===== config.mk =====
export PLATFORM = sky130hd
export DESIGN_NAME = timer_wave_output_control
export DESIGN_NICKNAME = d
export VERILOG_FILES = /design/src/timer_wave_pkg.sv /design/src/timer_wave_output_control.sv
export SDC_FILE = /design/constraint.sdc
export NUM_CORES = 1
export LEC_CHECK = 0
export CAP_MARGIN = 20
export CORE_MARGIN = 2
export CORE_UTILIZATION = 65
export DETAILED_ROUTE_END_ITERATION = 8
export DONT_BUFFER_PORTS = 1
export HOLD_SLACK_MARGIN = 0.08
export PLACE_DENSITY = 0.81
export SYNTH_ARGS = -nofsm -noshare
export SYNTH_HDL_FRONTEND = slang
export SYNTH_SLANG_ARGS = --single-unit

===== constraint.sdc =====
create_clock -name clk -period 4.5 [get_ports clk]
set_input_delay 0.45 -clock clk [delete_from_list [all_inputs] [get_ports clk]]
set_output_delay 0.45 -clock clk [all_outputs]
set_load 0.005 [all_outputs]

===== src/timer_wave_pkg.sv =====
// Constants for the timer waveform output control block.
// Assumes an APB master on the core clock and a timer tick from a prescaler.
// Behaviour
// RULE1: Nonzero output mode field hands pin to waveform
// RULE2: Software sets pin direction before enabling output
// RULE3: Non-PWM channel A: disconnect, toggle, clear, set
// RULE4: Non-PWM channel B codes match channel A
// RULE5: Fast PWM A: 10 non-inverting, 11 inverting
// RULE6: PWM A code 01 toggles only with high bit
// RULE7: Fast PWM B: 01 reserved, 10/11 as A
// RULE8: Phase correct A: clear up, set down, inverse
// RULE9: Phase correct B: 01 reserved, else as A
// RULE10: Fast PWM compare at TOP acts at BOTTOM
// RULE11: Phase correct compare at TOP acts at TOP
// RULE12: Control bits 3 and 2 read zero
// RULE13: Three-bit mode; codes 4 and 6 reserved
// RULE14: Normal TOP MAX, clear-on-match TOP A, immediate
// RULE15: Phase correct: buffered at TOP, flag at BOTTOM
// RULE16: Fast PWM: buffered at BOTTOM, flag MAX or TOP
// RULE17: MAX is 0xFF, BOTTOM is 0x00
// RULE18: Code meaning chosen by current waveform mode
// RULE19: Phase correct counts up then down, TOP once
// RULE20: Fast PWM clears to BOTTOM after TOP
// RULE21: Outputs are reset flip-flops changed by events
package timer_wave_pkg;
  // ****************************************
  // Register map
  // ****************************************
  localparam logic [7:0] ADDR_CTRL_A = 8'h30;
  localparam logic [7:0] ADDR_CTRL_B = 8'h34;
  localparam logic [7:0] ADDR_CMP_A = 8'h38;
  localparam logic [7:0] ADDR_CMP_B = 8'h3c;
  localparam logic [7:0] ADDR_COUNT = 8'h40;
  localparam logic [7:0] ADDR_STATUS = 8'h44;
  // ****************************************
  // Fields and reset values
  // ****************************************
  localparam int COM_A_LSB = 6;
  localparam int COM_B_LSB = 4;
  localparam int MODE_LOW_LSB = 0;
  localparam int MODE_HIGH_POS = 3;
  localparam int OVF_POS = 0;
  localparam int OCF_A_POS = 1;
  localparam int OCF_B_POS = 2;
  localparam int DOWN_POS = 3;
  localparam logic [7:0] CTRL_A_RESET = 8'h00;
  localparam logic [7:0] CTRL_A_WMASK = 8'hf3;
  localparam logic [7:0] COUNT_RESET = 8'h00;
  localparam logic [7:0] CMP_RESET = 8'h00;
  // ****************************************
  // Counter limits, modes and output actions
  // ****************************************
  localparam logic [7:0] COUNT_MAX = 8'hff;
  localparam logic [7:0] COUNT_BOTTOM = 8'h00;
  localparam logic [2:0] MODE_NORMAL = 3'h0;
  localparam logic [2:0] MODE_PHASE_FF = 3'h1;
  localparam logic [2:0] MODE_CLEAR_MATCH = 3'h2;
  localparam logic [2:0] MODE_FAST_FF = 3'h3;
  localparam logic [2:0] MODE_PHASE_A = 3'h5;
  localparam logic [2:0] MODE_FAST_A = 3'h7;
  localparam logic [1:0] ACT_NONE = 2'h0;
  localparam logic [1:0] ACT_SET = 2'h1;
  localparam logic [1:0] ACT_CLEAR = 2'h2;
  localparam logic [1:0] ACT_TOGGLE = 2'h3;
endpackage


===== src/timer_wave_output_control.sv =====
// Timer counter with compare channels and waveform output control.
// Assumes timer_tick is a single-cycle enable from a prescaler on clk.
//
// Added by the designer: the APB interface to the registers.
`timescale 1ns/1ps
module timer_wave_output_control #(
  parameter int ADDR_W = 8
)(
  input wire logic clk,
  input wire logic rst,
  input wire logic psel,
  input wire logic penable,
  input wire logic pwrite,
  input wire logic [ADDR_W-1:0] paddr,
  input wire logic [31:0] pwdata,
  input wire logic timer_tick,
  output logic [31:0] prdata,
  output logic pready,
  output logic pslverr,
  output logic wave_out_a,
  output logic wave_out_b,
  output logic out_a_connect,
  output logic out_b_connect
);
  // ****************************************
  // Functions
  // ****************************************
  function automatic logic known_addr(input logic [ADDR_W-1:0] a);
    return a == ADDR_W'(timer_wave_pkg::ADDR_CTRL_A) || a == ADDR_W'(timer_wave_pkg::ADDR_CTRL_B)
      || a == ADDR_W'(timer_wave_pkg::ADDR_CMP_A) || a == ADDR_W'(timer_wave_pkg::ADDR_CMP_B)
      || a == ADDR_W'(timer_wave_pkg::ADDR_COUNT) || a == ADDR_W'(timer_wave_pkg::ADDR_STATUS);
  endfunction

  // Action on one channel output for the current mode class
  function automatic logic [1:0] wave_action(
    input logic [1:0] com,
    input logic is_a,
    input logic high_bit,
    input logic non_pwm,
    input logic fast,
    input logic phase,
    input logic match,
    input logic up,
    input logic top_hit,
    input logic bottom_hit,
    input logic ocr_top
  );
    logic [1:0] act;
    act = timer_wave_pkg::ACT_NONE;
    if (non_pwm && match) // RULE18
    begin
      unique case (com) // RULE3 RULE4
        2'h1: act = timer_wave_pkg::ACT_TOGGLE;
        2'h2: act = timer_wave_pkg::ACT_CLEAR;
        2'h3: act = timer_wave_pkg::ACT_SET;
        default: act = timer_wave_pkg::ACT_NONE;
      endcase
    end
    else if ((fast || phase) && com == 2'h1)
    begin
      if (is_a && high_bit && match) // RULE6 RULE7 RULE9
        act = timer_wave_pkg::ACT_TOGGLE;
    end
    else if (fast && com[1])
    begin
      if (bottom_hit) // RULE5 RULE7 RULE10
        act = com[0] ? timer_wave_pkg::ACT_CLEAR : timer_wave_pkg::ACT_SET;
      else if (match && !ocr_top)
        act = com[0] ? timer_wave_pkg::ACT_SET : timer_wave_pkg::ACT_CLEAR;
    end
    else if (phase && com[1])
    begin
      if (ocr_top)
      begin
        if (top_hit) // RULE11
          act = com[0] ? timer_wave_pkg::ACT_CLEAR : timer_wave_pkg::ACT_SET;
      end
      else if (match) // RULE8 RULE9
        act = (com[0] ^ up) ? timer_wave_pkg::ACT_CLEAR : timer_wave_pkg::ACT_SET;
    end
    return act;
  endfunction

  function automatic logic apply_action(input logic [1:0] act, input logic cur);
    return act == timer_wave_pkg::ACT_SET ? 1'b1 : act == timer_wave_pkg::ACT_CLEAR ? 1'b0
      : act == timer_wave_pkg::ACT_TOGGLE ? ~cur : cur;
  endfunction

  // ****************************************
  // State
  // ****************************************
  logic [7:0] ctrl_a, cmp_a_buf, cmp_b_buf, compare_value_a, compare_value_b, counter_value;
  logic mode_high, count_down, block_match, overflow_flag, ocf_a, ocf_b;
  logic [7:0] next_ctrl_a, next_cmp_a_buf, next_cmp_b_buf;
  logic [7:0] next_compare_value_a, next_compare_value_b, next_counter_value;
  logic [31:0] next_prdata;
  logic next_mode_high, next_pready, next_pslverr, next_count_down, next_block_match;
  logic next_overflow_flag, next_ocf_a, next_ocf_b, next_wave_out_a, next_wave_out_b;
  logic next_out_a_connect, next_out_b_connect;

  // ****************************************
  // Mode decode
  // ****************************************
  logic [1:0] chan_a_output_mode;
  logic [1:0] chan_b_output_mode;
  logic [2:0] waveform_mode;
  logic non_pwm;
  logic fast;
  logic phase;
  logic immediate;
  logic [7:0] top;
  logic at_top;
  logic at_bottom;
  logic wr;
  logic [7:0] wbyte;
  logic cnt_wr;
  logic match_a;
  logic match_b;
  logic wrap;
  logic top_turn;
  logic bottom_turn;

  assign chan_a_output_mode = ctrl_a[timer_wave_pkg::COM_A_LSB +: 2];
  assign chan_b_output_mode = ctrl_a[timer_wave_pkg::COM_B_LSB +: 2];
  assign waveform_mode = {mode_high, ctrl_a[timer_wave_pkg::MODE_LOW_LSB +: 2]}; // RULE13
  assign non_pwm = waveform_mode == timer_wave_pkg::MODE_NORMAL
    || waveform_mode == timer_wave_pkg::MODE_CLEAR_MATCH;
  assign fast = waveform_mode == timer_wave_pkg::MODE_FAST_FF
    || waveform_mode == timer_wave_pkg::MODE_FAST_A;
  assign phase = waveform_mode == timer_wave_pkg::MODE_PHASE_FF
    || waveform_mode == timer_wave_pkg::MODE_PHASE_A;
  assign immediate = non_pwm; // RULE14
  assign top = (waveform_mode == timer_wave_pkg::MODE_CLEAR_MATCH
    || waveform_mode == timer_wave_pkg::MODE_PHASE_A
    || waveform_mode == timer_wave_pkg::MODE_FAST_A) ? compare_value_a
    : timer_wave_pkg::COUNT_MAX; // RULE14 RULE15 RULE16 RULE17
  assign at_top = counter_value == top;
  assign at_bottom = counter_value == timer_wave_pkg::COUNT_BOTTOM; // RULE17
  assign wr = psel && penable && pready && pwrite && !pslverr;
  assign wbyte = pwdata[7:0];
  assign cnt_wr = wr && paddr == ADDR_W'(timer_wave_pkg::ADDR_COUNT);
  assign match_a = timer_tick && !block_match && counter_value == compare_value_a
    && (non_pwm || fast || phase);
  assign match_b = timer_tick && !block_match && counter_value == compare_value_b
    && (non_pwm || fast || phase);
  assign wrap = timer_tick && at_top && (fast || waveform_mode == timer_wave_pkg::MODE_CLEAR_MATCH);
  assign top_turn = timer_tick && phase && !count_down && at_top;
  assign bottom_turn = timer_tick && phase && count_down && at_bottom;

  // ****************************************
  // Register bus
  // ****************************************
  always_comb
  begin
    next_ctrl_a = ctrl_a;
    next_mode_high = mode_high;
    next_cmp_a_buf = cmp_a_buf;
    next_cmp_b_buf = cmp_b_buf;
    next_pready = psel && !penable && !pready;
    next_pslverr = psel && !penable && !pready && !known_addr(paddr);
    next_prdata = 32'h0;
    if (psel && !penable)
    begin
      if (paddr == ADDR_W'(timer_wave_pkg::ADDR_CTRL_A))
        next_prdata = {24'h0, ctrl_a & timer_wave_pkg::CTRL_A_WMASK}; // RULE12
      else if (paddr == ADDR_W'(timer_wave_pkg::ADDR_CTRL_B))
        next_prdata = 32'(mode_high) << timer_wave_pkg::MODE_HIGH_POS;
      else if (paddr == ADDR_W'(timer_wave_pkg::ADDR_CMP_A))
        next_prdata = {24'h0, cmp_a_buf};
      else if (paddr == ADDR_W'(timer_wave_pkg::ADDR_CMP_B))
        next_prdata = {24'h0, cmp_b_buf};
      else if (paddr == ADDR_W'(timer_wave_pkg::ADDR_COUNT))
        next_prdata = {24'h0, counter_value};
      else if (paddr == ADDR_W'(timer_wave_pkg::ADDR_STATUS))
        next_prdata = {28'h0, count_down, ocf_b, ocf_a, overflow_flag};
    end
    if (wr)
    begin
      if (paddr == ADDR_W'(timer_wave_pkg::ADDR_CTRL_A))
        next_ctrl_a = wbyte & timer_wave_pkg::CTRL_A_WMASK; // RULE12
      if (paddr == ADDR_W'(timer_wave_pkg::ADDR_CTRL_B))
        next_mode_high = wbyte[timer_wave_pkg::MODE_HIGH_POS];
      if (paddr == ADDR_W'(timer_wave_pkg::ADDR_CMP_A))
        next_cmp_a_buf = wbyte;
      if (paddr == ADDR_W'(timer_wave_pkg::ADDR_CMP_B))
        next_cmp_b_buf = wbyte;
    end
  end

  always_ff @(posedge clk)
  begin
    if (rst)
    begin
      ctrl_a <= timer_wave_pkg::CTRL_A_RESET;
      mode_high <= 1'b0;
      cmp_a_buf <= timer_wave_pkg::CMP_RESET;
      cmp_b_buf <= timer_wave_pkg::CMP_RESET;
      prdata <= 32'h0;
      pready <= 1'b0;
      pslverr <= 1'b0;
    end
    else
    begin
      ctrl_a <= next_ctrl_a;
      mode_high <= next_mode_high;
      cmp_a_buf <= next_cmp_a_buf;
      cmp_b_buf <= next_cmp_b_buf;
      prdata <= next_prdata;
      pready <= next_pready;
      pslverr <= next_pslverr;
    end
  end

  // ****************************************
  // Counter, flags and outputs
  // ****************************************
  always_comb
  begin
    next_compare_value_a = compare_value_a;
    next_compare_value_b = compare_value_b;
    next_counter_value = counter_value;
    next_count_down = count_down;
    next_block_match = block_match && !timer_tick;
    next_overflow_flag = overflow_flag;
    next_ocf_a = ocf_a;
    next_ocf_b = ocf_b;
    if (immediate || (fast && wrap) || top_turn) // RULE14 RULE15 RULE16
    begin
      next_compare_value_a = next_cmp_a_buf;
      next_compare_value_b = next_cmp_b_buf;
    end
    if (timer_tick)
    begin
      if (non_pwm || fast) // RULE20
        next_counter_value = wrap ? timer_wave_pkg::COUNT_BOTTOM : counter_value + 8'h01;
      else if (phase) // RULE19
      begin
        if (!count_down && at_top && !at_bottom)
        begin
          next_count_down = 1'b1;
          next_counter_value = counter_value - 8'h01;
        end
        else if (count_down && at_bottom)
        begin
          next_count_down = 1'b0;
          next_counter_value = at_top ? counter_value : counter_value + 8'h01;
        end
        else if (!at_top || !at_bottom)
          next_counter_value = count_down ? counter_value - 8'h01 : counter_value + 8'h01;
      end
    end
    if (!phase)
      next_count_down = 1'b0;
    if (cnt_wr)
    begin
      next_counter_value = wbyte;
      next_block_match = 1'b1;
    end
    if (wr && paddr == ADDR_W'(timer_wave_pkg::ADDR_STATUS))
    begin
      next_overflow_flag = next_overflow_flag && !wbyte[timer_wave_pkg::OVF_POS];
      next_ocf_a = next_ocf_a && !wbyte[timer_wave_pkg::OCF_A_POS];
      next_ocf_b = next_ocf_b && !wbyte[timer_wave_pkg::OCF_B_POS];
    end
    // Hardware set wins over a same-cycle clear
    if ((timer_tick && (non_pwm || waveform_mode == timer_wave_pkg::MODE_FAST_FF)
        && counter_value == timer_wave_pkg::COUNT_MAX) // RULE14 RULE16 RULE17
      || (timer_tick && waveform_mode == timer_wave_pkg::MODE_FAST_A && at_top) // RULE16
      || bottom_turn) // RULE15
      next_overflow_flag = 1'b1;
    if (match_a)
      next_ocf_a = 1'b1;
    if (match_b)
      next_ocf_b = 1'b1;
    next_wave_out_a = apply_action(wave_action(chan_a_output_mode, 1'b1, mode_high, non_pwm,
      fast, phase, match_a, !count_down, top_turn, fast && wrap,
      compare_value_a == top), wave_out_a); // RULE21
    next_wave_out_b = apply_action(wave_action(chan_b_output_mode, 1'b0, mode_high, non_pwm,
      fast, phase, match_b, !count_down, top_turn, fast && wrap,
      compare_value_b == top), wave_out_b); // RULE21
    next_out_a_connect = chan_a_output_mode != 2'h0; // RULE1
    next_out_b_connect = chan_b_output_mode != 2'h0; // RULE1
  end

  always_ff @(posedge clk)
  begin
    if (rst)
    begin
      compare_value_a <= timer_wave_pkg::CMP_RESET;
      compare_value_b <= timer_wave_pkg::CMP_RESET;
      counter_value <= timer_wave_pkg::COUNT_RESET;
      count_down <= 1'b0;
      block_match <= 1'b0;
      overflow_flag <= 1'b0;
      ocf_a <= 1'b0;
      ocf_b <= 1'b0;
      wave_out_a <= 1'b0;
      wave_out_b <= 1'b0;
      out_a_connect <= 1'b0;
      out_b_connect <= 1'b0;
    end
    else
    begin
      compare_value_a <= next_compare_value_a;
      compare_value_b <= next_compare_value_b;
      counter_value <= next_counter_value;
      count_down <= next_count_down;
      block_match <= next_block_match;
      overflow_flag <= next_overflow_flag;
      ocf_a <= next_ocf_a;
      ocf_b <= next_ocf_b;
      wave_out_a <= next_wave_out_a;
      wave_out_b <= next_wave_out_b;
      out_a_connect <= next_out_a_connect;
      out_b_connect <= next_out_b_connect;
    end
  end
endmodule


==> results of run 1 <==
[worst max-delay path by stage]
| stage | endpoint | slack (ps) | start |
|---|---|---|---|
| detailed placement | compare_value_a[6]$_SDFFE_PP0P_ | 940 | ctrl_a[0]$_SDFFE_PP0P_ |
| CTS | compare_value_b[3]$_SDFFE_PP0P_ | 880 | ctrl_a[0]$_SDFFE_PP0P_ |
| finish | counter_value[2]$_SDFFE_PP0P_ | 810 | ctrl_a[0]$_SDFFE_PP0P_ |
| global route | compare_value_b[3]$_SDFFE_PP0P_ | 510 | ctrl_a[0]$_SDFFE_PP0P_ |
| global placement | counter_value[2]$_SDFFE_PP0P_ | 940 | ctrl_a[0]$_SDFFE_PP0P_ |
| floorplan | counter_value[2]$_SDFFE_PP0P_ | 1530 | ctrl_a[0]$_SDFFE_PP0P_ |
[layout make-up]
type | instances | area [um2] | area share (%)
clock inverter | 6 | 88.8 | 2.04
clock buffer | 10 | 138 | 3.17
tap | 77 | 96.3 | 2.22
timing repair buffer | 5 | 37.5 | 0.863
inverter | 13 | 48.8 | 1.12
multi-input combinational | 425 | 2620 | 60.2
sequential | 66 | 1320 | 30.4
[power groups by stage]
stage / logic (W) / clock network [W] / registers (W)
detailed placement: 0.0000643 / 0 / 0.000611
global placement: 0.0000632 / 0 / 0.000611
floorplan: 0.0000835 / 0 / 0.000605
finish: 0.0000663 / 0.000573 / 0.000598
CTS: 0.0000647 / 0.000578 / 0.000597
global route: 0.0000737 / 0.000599 / 0.000598
[flip-flops by register name, indices dropped and copies added, names as in the netlist, 6 cells and up]
signal	cells
cmp_a_buf	8
prdata	8
compare_value_a	8
compare_value_b	8
cmp_b_buf	8
counter_value	8
ctrl_a	6
[synth_stat cells, drive strengths merged (2+ instances only)]
library cell and n:
o22ai 5, ha 9, xnor2 7, dfxtp 66
o21ai 17, and2 6, a21oi 25, nand2b 4
nand2 47, a21boi 2, nor3 22, buf 35
o31ai 5, nand4 8, clkbuf 28, nand3b 2
nor2 79, nor4 11, xor2 15, nor2b 4
a211oi 21, o311ai 3, and3 4, mux2i 25
or3b 2, or3 3, a31o 2, a22oi 8
inv 12, nand3 9, or2 3, a31oi 14
a311oi 3, o21bai 4, o41ai 3, nor4bb 4
a2111oi 4, and4 2, a221oi 2, a32oi 2
[kinds of logic after synthesis]
family                   Yosys count  share of synthesized area, %
flip-flops                        66                          31.1
AND/OR/NAND/NOR                  214                          24.8
buffers and inverters             76                          9.59
XOR/XNOR                          22                          4.53
AO/OA/AOI/OAI                    129                          20.9
adder cells (fa/ha/maj)           10                          2.88
multiplexers                      26                          6.15
other                              1                        0.0882
[layer usage]
metal	GRT usage (%)	share of wire [%]	vias up
met2	49.2	46	182
met3	6.71	8.4	45
met5	0	0	-
met4	14.6	4.0	0
met1	43.7	41	1835
li1	-	-	1872
[per-stage QoR]
stage / utilization [%] / hold slack, ps
floorplan: - / 437
global placement: 64.9 / 438
detailed placement: 64.9 / 454
CTS: 68.5 / 148
global route: 68.5 / 147
finish: 68.5 / 156
==> results.md, run 1 <==
* Final count of negative-setup-slack endpoints at 0
* Number of synthesis warnings at 0
* Post-layout total power at 0.00124 W
* Period utilisation layout at about 80%
* Data required, critical path at 4700 ps
* Antenna violations before repair at 0
* Cell internal power dissipation at approximately 0.00094 W
* Number of levels the H-tree was split into at 3
* Count of placed standard cells including taps at slightly below 600
* Cells traversed along the worst timing path: nand2_1 > a2111oi_1 > a211oi_2 > or4_4 > nor4_4 > o311ai_0 > a31oi_1 > a211oi_1
* Reg power frac at 48.3%
* Critical Path Source Type: flip-flop
* Fmax at 271 MHz
* Detailed Routing Iterations Pass 1 at 5
* Clock-pin slew of the registers on the worst-case setup and hold paths at 80 ps
* Diode insertion count for antenna repair at 0
* Buffer count from post-CTS setup fixing at 0
* Share of flip-flops with an asynchronous set or reset after synthesis at 0%
* Fin crit period at 3690 ps
* Drt wl/cell at 18.7 um
* Top area cells in the synthesized netlist: dfxtp_1 (31%), nor2_1 (6.9%), mux2i_1 (5.9%)
* Critical Path End Type: flip-flop
* Total core area at 0.00635 mm2
* Most common library cell in the layout ignoring fill and taps: nor2_1
* Largest net degree at the start of global routing at between 50 and 60
* Total routing usage reported by global routing at 32.1%
* Area leader, netlist: dfxtp_1
* NetSw at 0.000294 W
* Class of the tightest hold or removal check: in2reg
* Horizontal extent of the die at 84.9 um
* Finished Layout Cells at approximately 600
* Count of clock tree sinks at 66
* Area share of the leading cell type in the synthesized netlist at 31.1%
* First-iteration detailed-routing DRC count at 389
* Clock buffer depth at 2
* MaxCap Viol Count at 0
* Arrival time worst endpoint at 3890 ps
* Global placement routability congestion at 0.902
* Final Hold Viols at 0
* Post-route setup TNS at 0 ps
* Sequential area share after synthesis at 31.1%
* CTS-repair resized insts at 0
* Highest-delay cell along the critical path: dfxtp_1
* Delay contributed by the slowest stage of the critical path at 670 ps
* EDFF count, synth at 0
* Switching part of the total power at around a quarter
* Slack of the worst reg-to-reg path at between 800 and 900 ps
* Worst-margin pin slew at roughly 890 ps
* Worst path top cell family by delay: simple AND/OR/NAND/NOR gates
* Highest net fanout along the worst path at 17
* Worst IR Drop VDD at 0.000250 V
* Top_reg_cell synth: dfxtp_1
* Post-DP HPWL at 7.91 mm
* Synthesized instance count at 544
* Count of distinct cell types in the synthesized netlist at 67
* Num CTS Buffers at 9
* Floorplan row count at 29
* Antenna viol nets, final at 0
* WP depth at 8
* Routed vias/inst at 6.53
* Unrepaired setup endpoints after global routing: false
* Leakage power total at approximately 1.7 nW
* GR Overflow Total at 0
* Insertion delay to the later sink of the worst-skew pair at 350 ps
* Final Slew Violations at 0
* Worst R2R End: counter_value[2]$_SDFFE_PP0P_
* Commonest non-fill, non-tap cells in the layout: nor2_1 (78), dfxtp_1 (66), nand2_1 (47), mux2i_1 (25), a21oi_1 (25)
* Die extent in y at between 80 and 90 um
* Worst hold endpoint: out_b_connect$_SDFF_PP0_
* Area grow syn2layout at 2.21%
* Buffers plus inverters on the worst setup path at 0
* Total of flip-flops plus latches after synthesis at 66
* Status: complete, no violations
* Combinational group share of total power at 5.4%
* Fraction of layout instances using a drive strength above 1 at 6.67%
* Worst max-slew margin expressed relative to the limit at roughly two fifths
* Netlist Area Pre-Place at 0.00425 mm2
* Total routed wirelength at ~11 mm
* Area post-placement at slightly above 0.004 mm2
* Power density over cell area at roughly 280 mW/mm2
* First-pass GRT wire length at between 15 and 20 mm
* Detailed-route via count at 3934
* Quantity of hold-fixing buffers added after cts at 0
* Area of the die at 0.00721 mm2
* Worst Hold Path Cells at 1
* Reg2reg start: ctrl_a[0]$_SDFFE_PP0P_
* Worst Path Class, Setup: reg2reg
* Number of cells on the worst reg-to-reg path at 8
* Number of filler instances in the final layout at between 500 and 600
* Vias in the first global route at 3611
* Number of remaining DRC errors at 0
* PortBufs at 0
* Critical hold path startpoint: rst
* Worst setup slack before clock tree synthesis at 938 ps
* Number of top-level design ports at 84
* Final WS setup at 814 ps
* Clock network fraction of total power at 46.3%
* CTS tree: done
* Initial core utilization at 67.0%
* Total Nets Final at 575
* Avg Cell Area, Syn at 7.82 um2
* Clock root cell: clkbuf_8
* Largest clock skew in the final design at between 10 and 15 ps
* Finished Cell Area at ~0.0043 mm2
Note: power is estimated with default switching activity, not from simulation.
==> run 2: changes to the inputs <==
--- a/config.mk
+++ b/config.mk
@@ -7,11 +7,11 @@
 export LEC_CHECK = 0
 export CAP_MARGIN = 20
 export CORE_MARGIN = 2
-export CORE_UTILIZATION = 65
+export CORE_UTILIZATION = 64
 export DETAILED_ROUTE_END_ITERATION = 8
 export DONT_BUFFER_PORTS = 1
 export HOLD_SLACK_MARGIN = 0.08
-export PLACE_DENSITY = 0.81
+export PLACE_DENSITY = 0.8
 export SYNTH_ARGS = -nofsm -noshare
 export SYNTH_HDL_FRONTEND = slang
 export SYNTH_SLANG_ARGS = --single-unit
==> constraint.sdc (replaced) <==
create_clock -name clk -period 3.5 [get_ports clk]
set_input_delay 0.35 -clock clk [delete_from_list [all_inputs] [get_ports clk]]
set_output_delay 0.35 -clock clk [all_outputs]
set_load 0.005 [all_outputs]
==> run 2 against run 1 <==
Compared with the run above:
- non-clock buffer count is 20 higher
- cell count is 3.3% higher
- count of clock-buffer cells in the layout did not move
- die area is 1.5% higher
- design area increased by 3.8%
- hold slack worse by 61 ps
- total power up 31%
- largest cell class unchanged
- register-to-register slack lost 590 ps
- combinational power is 66% higher
- critical path depth rose by 3
==> results.md, run 2 (synthesis results as in run 1) <==
* Final WS setup at 221 ps (was 814 ps)
* Worst hold endpoint: compare_value_b[3]$_SDFFE_PP0P_ (was out_b_connect$_SDFF_PP0_)
* Fin crit period at 3280 ps (was 3690 ps)
* Clock buffer depth at 2 (unchanged)
* Worst max-slew margin expressed relative to the limit at 38.0% (was 40.5%)
* Clock root cell: clkbuf_8 (unchanged)
* Total Nets Final at 595 (was 575)
* Cells traversed along the worst timing path: buf_4 > nand2_1 > a2111oi_1 > a211oi_2 > or4_4 > nor4_4 > buf_4 > buf_4 > nor3_1 > o21ai_0 > a311oi_1 (was nand2_1 > a2111oi_1 > a211oi_2 > or4_4 > nor4_4 > o311ai_0 > a31oi_1 > a211oi_1)
* Buffers plus inverters on the worst setup path at 3 (was 0)
* Data required, critical path at 3690 ps (was 4700 ps)
* Count of placed standard cells including taps at 597 (was 586)
* Initial core utilization at 66.6% (was 67.0%)
* Finished Layout Cells at 622 (was 602)
* Diode insertion count for antenna repair at 0 (unchanged)
* Worst Path Class, Setup: reg2reg (unchanged)
* Critical Path End Type: flip-flop (unchanged)
* Arrival time worst endpoint at 3460 ps (was 3890 ps)
* Total core area at 0.00639 mm2 (was 0.00635 mm2)
* Final Slew Violations at 0 (unchanged)
* Status: complete, no violations (unchanged)
* Detailed-route via count at 4114 (was 3934)
* Reg2reg start: ctrl_a[0]$_SDFFE_PP0P_ (unchanged)
* Total routing usage reported by global routing at 35.3% (was 32.1%)
* Worst-margin pin slew at 927 ps (was 889 ps)
* Clock-pin slew of the registers on the worst-case setup and hold paths at 80 ps (about the same)
* Worst path top cell family by delay: simple AND/OR/NAND/NOR gates (unchanged)
* Worst R2R End: counter_value[4]$_SDFFE_PP0P_ (was counter_value[2]$_SDFFE_PP0P_)
* Post-route setup TNS at 0 ps (unchanged)
* Class of the tightest hold or removal check: in2reg (unchanged)
* Floorplan row count at 29 (unchanged)
* Critical Path Source Type: flip-flop (unchanged)
* Highest net fanout along the worst path at 16 (was 17)
* Met2 demand-to-capacity share in global routing at 56.5% (was 49.2%)
* Count of clock tree sinks at 66 (unchanged)
* Area of the die at 0.00732 mm2 (was 0.00721 mm2)
* Busiest layer in global routing: met2 (unchanged)
* Detailed Routing Iterations Pass 1 at 5 (unchanged)
* Horizontal extent of the die at 85.5 um (was 84.9 um)
* Drt wl/cell at 20.3 um (was 18.7 um)
* Fmax at 305 MHz (was 271 MHz)
* Number of levels the H-tree was split into at 3 (unchanged)
* First-iteration detailed-routing DRC count at 477 (was 389)
* Number of top-level design ports at 84 (unchanged)
* MaxCap Viol Count at 0 (unchanged)
* Grt met3 use at 9.14% (was 6.71%)
* Crit path from: ctrl_a[0]$_SDFFE_PP0P_ (unchanged)
* CTS tree: done (unchanged)
* GR Overflow Total at 0 (unchanged)
* Most common library cell in the layout ignoring fill and taps: nor2_1 (unchanged)
* Worst IR Drop VDD at 0.000308 V (was 0.000250 V)
* Critical hold path startpoint: rst (unchanged)
* Highest-delay cell along the critical path: or4_4 (was dfxtp_1)
* Final count of negative-setup-slack endpoints at 0 (unchanged)
* Worst setup slack before clock tree synthesis at 220 ps (was 938 ps)
* Post-DP HPWL at 8.40 mm (was 7.91 mm)
* Delay contributed by the slowest stage of the critical path at 610 ps (was 670 ps)
* Slack of the worst reg-to-reg path at 220 ps (was 810 ps)
* Final Hold Viols at 0 (unchanged)
* Leakage power total at 1.76 nW (was 1.66 nW)
* Global placement routability congestion at 0.946 (was 0.902)
* Number of cells on the worst reg-to-reg path at 11 (was 8)
* Period utilisation layout at 93.7% (was 81.9%)
* Most Frequent Cell on Critical Path: buf_4
* Vias in the first global route at 3879 (was 3611)
* Total routed wirelength at 12.6 mm (was 11.3 mm)
* Worst Hold Path Cells at 1 (unchanged)
* Commonest non-fill, non-tap cells in the layout: nor2_1 (78), dfxtp_1 (66), nand2_1 (47), mux2i_1 (25), a21oi_1 (25) (unchanged)
* Unrepaired setup endpoints after global routing: false (unchanged)
* Number of filler instances in the final layout at 508 (was 533)
* Met1 usage in global routing at 45.0% (was 43.7%)
* Largest clock skew in the final design at 10.4 ps (was 10.2 ps)
* Antenna viol nets, final at 0 (unchanged)
* Largest net degree at the start of global routing at 33 (was 59)
* Routed vias/inst at 6.61 (was 6.53)
* Power density over cell area at 359 mW/mm2 (was 285 mW/mm2)
* Antenna violations before repair at 0 (unchanged)
* Num CTS Buffers at 9 (unchanged)
* PortBufs at 0 (unchanged)
* First-pass GRT wire length at 20.0 mm (was 18.4 mm)
* Area grow syn2layout at 6.12% (was 2.21%)
* Number of remaining DRC errors at 0 (unchanged)
* Fraction of layout instances using a drive strength above 1 at 8.81% (was 6.67%)
* Die extent in y at 85.5 um (was 84.9 um)
* Insertion delay to the later sink of the worst-skew pair at 340 ps (was 350 ps)
run 2: layout make-up:
type,count,area [um2],share of cell area (%)
clock buffers,10,138,3.05
flip-flops and latches,66,1320,29.3
clock inverters,6,87.6,1.94
repair buffers,25,205,4.55
well taps,77,96.3,2.13
multi-input cells,425,2620,58.0
inverters,13,48.8,1.08
run 2: worst reg2reg max path, stage by stage, from the launching register on:
cell and delay, ps:
dfxtp_1 330, buf_4 210, nand2_1 260, a2111oi_1 580, a211oi_2 140, or4_4 610, nor4_4 300, buf_4 210
buf_4 130, nor3_1 40, o21ai_0 190, a311oi_1 110
run 2: worst max-delay path by stage:
stage                                      end  cells past startpoint
2_1_floorplan    counter_value[2]$_SDFFE_PP0P_                     10
3_3_place_gp     counter_value[2]$_SDFFE_PP0P_                      9
3_5_place_dp     counter_value[2]$_SDFFE_PP0P_                      9
4_1_cts          counter_value[2]$_SDFFE_PP0P_                      9
5_1_grt        compare_value_a[3]$_SDFFE_PP0P_                     10
6_report         counter_value[4]$_SDFFE_PP0P_                     11
run 2: timing repair:
action                                  in CTS  in global routing
endpoints found under the setup margin       0                  1
setup buffers                                0                  2
gates resized for setup                      0                  0
hold buffers                                 7                  0
hold endpoints to repair                    21                  0
run 2: through the flow:
step	hold WS (ps)	power (W)	utilization (%)	cell area (um2)
2_1_floorplan	437	0.000885	-	4340
3_3_place_gp	425	0.000871	65.8	4200
3_5_place_dp	428	0.000872	65.8	4200
4_1_cts	80.7	0.00161	70.5	4500
5_1_grt	80.3	0.00167	70.7	4510
6_report	95.0	0.00162	70.7	4510
run 2: power breakdown:
| group | leakage [nW] | switching (W) | internal, W |
|---|---|---|---|
| clock network | 0.117 | 0.000323 | 0.000422 |
| registers | 0.533 | 0.00000950 | 0.000757 |
| logic | 1.11 | 0.0000675 | 0.0000422 |
run 2: metal layers:
metal	share of wire [%]	vias up
li1	-	1911
met1	40	1922
met2	47	227
met3	9.3	54
met4	3.8	0
met5	0	-
==> run 3: changes to the inputs <==
--- a/config.mk
+++ b/config.mk
@@ -6,8 +6,9 @@
 export NUM_CORES = 1
 export LEC_CHECK = 0
 export CAP_MARGIN = 20
-export CORE_MARGIN = 2
+export CORE_MARGIN = 1
 export CORE_UTILIZATION = 64
+export CTS_CLUSTER_DIAMETER = 40
 export DETAILED_ROUTE_END_ITERATION = 8
 export DONT_BUFFER_PORTS = 1
 export HOLD_SLACK_MARGIN = 0.08
==> run 3 against run 2 <==
Compared with the run above:
- flip-flop and latch count unchanged
- first-iteration DRC count down 29%
- highest routed layer unchanged
- clock skew about the same
- global-route usage up 0.72 points
==> results.md, run 3 (synthesis results as in run 1) <==
* Status: complete, no violations (unchanged)
* Period utilisation layout at 94.3% (was 93.7%)
* Fmax at 303 MHz (was 305 MHz)
* Num CTS Buffers at 9 (unchanged)
* Power density over cell area at 389 mW/mm2 (was 359 mW/mm2)
* Global placement routability congestion at 0.908 (was 0.946)
* Insertion delay to the later sink of the worst-skew pair at 350 ps (was 340 ps)
* Final count of negative-setup-slack endpoints at 0 (unchanged)
* Delay contributed by the slowest stage of the critical path at 610 ps (about the same)
* Post-DP HPWL at 8.22 mm (was 8.40 mm)
* First-iteration detailed-routing DRC count at 337 (was 477)
* Clock buffer depth at 2 (unchanged)
* Total Nets Final at 587 (was 595)
* Largest clock skew in the final design at 9.95 ps (was 10.4 ps)
* Worst-margin pin slew at 790 ps (was 927 ps)
* Area post-placement at 0.00420 mm2 (about the same)
* Switching part of the total power at 23.0% (was 24.7%)
* Number of remaining DRC errors at 0 (unchanged)
* Clock network fraction of total power at 50.2% (was 46.0%)
* Worst setup slack before clock tree synthesis at 306 ps (was 220 ps)
* Critical Path Source Type: flip-flop (unchanged)
* Worst max-slew margin expressed relative to the limit at 47.1% (was 38.0%)
* First-pass GRT wire length at 19.6 mm (was 20.0 mm)
* Fin crit period at 3300 ps (was 3280 ps)
* Die extent in y at 83.5 um (was 85.5 um)
* Worst IR Drop VDD at 0.000393 V (was 0.000308 V)
* Area grow syn2layout at 5.59% (was 6.12%)
* Data required, critical path at 3750 ps (was 3690 ps)
* Arrival time worst endpoint at 3550 ps (was 3460 ps)
* CTS tree: done (unchanged)
* CTS-repair resized insts at 0 (unchanged)
* Fraction of layout instances using a drive strength above 1 at 8.38% (was 8.81%)
* Initial core utilization at 66.6% (unchanged)
* Buffer count from post-CTS setup fixing at 0 (unchanged)
* Quantity of hold-fixing buffers added after cts at 2 (was 7)
* Cells traversed along the worst timing path: buf_4 > nand2_1 > a2111oi_1 > a211oi_2 > or4_4 > nor2_4 > a31o_2 > buf_4 > nor2_1 > a211oi_1 (was buf_4 > nand2_1 > a2111oi_1 > a211oi_2 > or4_4 > nor4_4 > buf_4 > buf_4 > nor3_1 > o21ai_0 > a311oi_1)
* Commonest non-fill, non-tap cells in the layout: nor2_1 (78), dfxtp_1 (66), nand2_1 (47), mux2i_1 (25), a21oi_1 (25) (unchanged)
* Detailed Routing Iterations Pass 1 at 5 (unchanged)
* Total routed wirelength at 12.2 mm (was 12.6 mm)
* Antenna violations before repair at 0 (unchanged)
* Final Slew Violations at 0 (unchanged)
* Unrepaired setup endpoints after global routing: false (unchanged)
* Highest-delay cell along the critical path: or4_4 (unchanged)
* Combinational group share of total power at 6.0% (was 6.8%)
* Core Util, Final at 70.3% (was 70.7%)
* Class of the tightest hold or removal check: in2reg (unchanged)
* NetSw at 0.000403 W (was 0.000400 W)
* Cell internal power dissipation at 0.00135 W (was 0.00122 W)
* Horizontal extent of the die at 83.5 um (was 85.5 um)
* Number of top-level design ports at 84 (unchanged)
* Clock root cell: clkbuf_8 (unchanged)
* Most Frequent Cell on Critical Path: buf_4 (unchanged)
* Floorplan row count at 29 (unchanged)
* Most common library cell in the layout ignoring fill and taps: nor2_1 (unchanged)
* Largest net degree at the start of global routing at 49 (was 33)
* Reg power frac at 43.8% (was 47.3%)
* Final WS setup at 199 ps (was 221 ps)
* GR Overflow Total at 0 (unchanged)
* Worst Path Class, Setup: reg2reg (unchanged)
* Routed vias/inst at 6.59 (was 6.61)
* Number of levels the H-tree was split into at 3 (unchanged)
* Detailed-route via count at 4046 (was 4114)
* Vias in the first global route at 3771 (was 3879)
* Finished Cell Area at 0.00449 mm2 (was 0.00451 mm2)
* Total core area at 0.00639 mm2 (unchanged)
* Diode insertion count for antenna repair at 0 (unchanged)
* Count of clock tree sinks at 66 (unchanged)
* Drt wl/cell at 19.9 um (was 20.3 um)
* Clock-pin slew of the registers on the worst-case setup and hold paths at 80 ps (about the same)
* Smallest hold slack at 98.4 ps (was 95.0 ps)
* Total routing usage reported by global routing at 36.1% (was 35.3%)
* Area of the die at 0.00698 mm2 (was 0.00732 mm2)
* Highest net fanout along the worst path at 32 (was 16)
* PortBufs at 0 (unchanged)
* Critical Path End Type: flip-flop (unchanged)
* Final Hold Viols at 0 (unchanged)
* MaxCap Viol Count at 0 (unchanged)
* Antenna viol nets, final at 0 (unchanged)
* Leakage power total at 1.75 nW (was 1.76 nW)
* Post-route setup TNS at 0 ps (unchanged)
-- run 3: cell types whose count changed in the layout (fill, tap and decap cells not counted) --
cell / change
clkbuf_8: -1
clkinv_2: -2
buf_4: -3
buf_12: +1
clkbuf_1: +1
dlygate4sd3_1: -6
bufinv_16: +2
-- run 3: critical path: cells and delay by family, from the launching register on --
kind	cells	cell delay (ps)
simple gates	4	1160
buf+inv	2	520
flops	1	330
compound gates	4	1180
-- run 3: routing by layer --
metal	vias up	track usage (%)	share of wire (%)
li1	1889	-	-
met1	1889	47.6	40
met2	229	57.5	47
met3	39	8.21	9.7
met4	0	14.0	3.4
met5	-	0	0
-- run 3: per-stage QoR --
step	instances	power (W)
after CTS	614	0.00175
final	614	0.00175
after global routing	614	0.00179
after floorplan	567	0.000885
after detailed placement	596	0.000872
after global placement	596	0.000870
-- run 3: worst paths after layout --
path	slack, ps	startpoint	depth (start not counted)	endpoint
hold reg to reg	460	ocf_b$_SDFFE_PP0P_	2	ocf_b$_SDFFE_PP0P_
setup / recovery	200	ctrl_a[0]$_SDFFE_PP0P_	10	compare_value_a[6]$_SDFFE_PP0P_
hold / removal	100	paddr[2]	1	prdata[3]$_SDFF_PP0_
setup reg to reg	200	ctrl_a[0]$_SDFFE_PP0P_	10	compare_value_a[6]$_SDFFE_PP0P_
-- run 3: power by group through the flow --
stage                     combinational [W]  sequential (W)  clock [W]
after global placement            0.0000860        0.000784          0
after global routing               0.000116        0.000767   0.000905
after detailed placement          0.0000882        0.000784          0
after floorplan                    0.000107        0.000777          0
final                              0.000105        0.000767   0.000878
after CTS                          0.000102        0.000766   0.000880
-- run 3: area by class of cell --
| cell class | count | area [um2] |
|---|---|---|
| Inverter | 13 | 48.8 |
| Fill cell | 533 | 1890 |
| Clock inverter | 6 | 138 |
| Sequential cell | 66 | 1320 |
| Clock buffer | 10 | 128 |
| Timing Repair Buffer | 17 | 143 |
| Tap cell | 77 | 96.3 |
| Multi-Input combinational cell | 425 | 2620 |
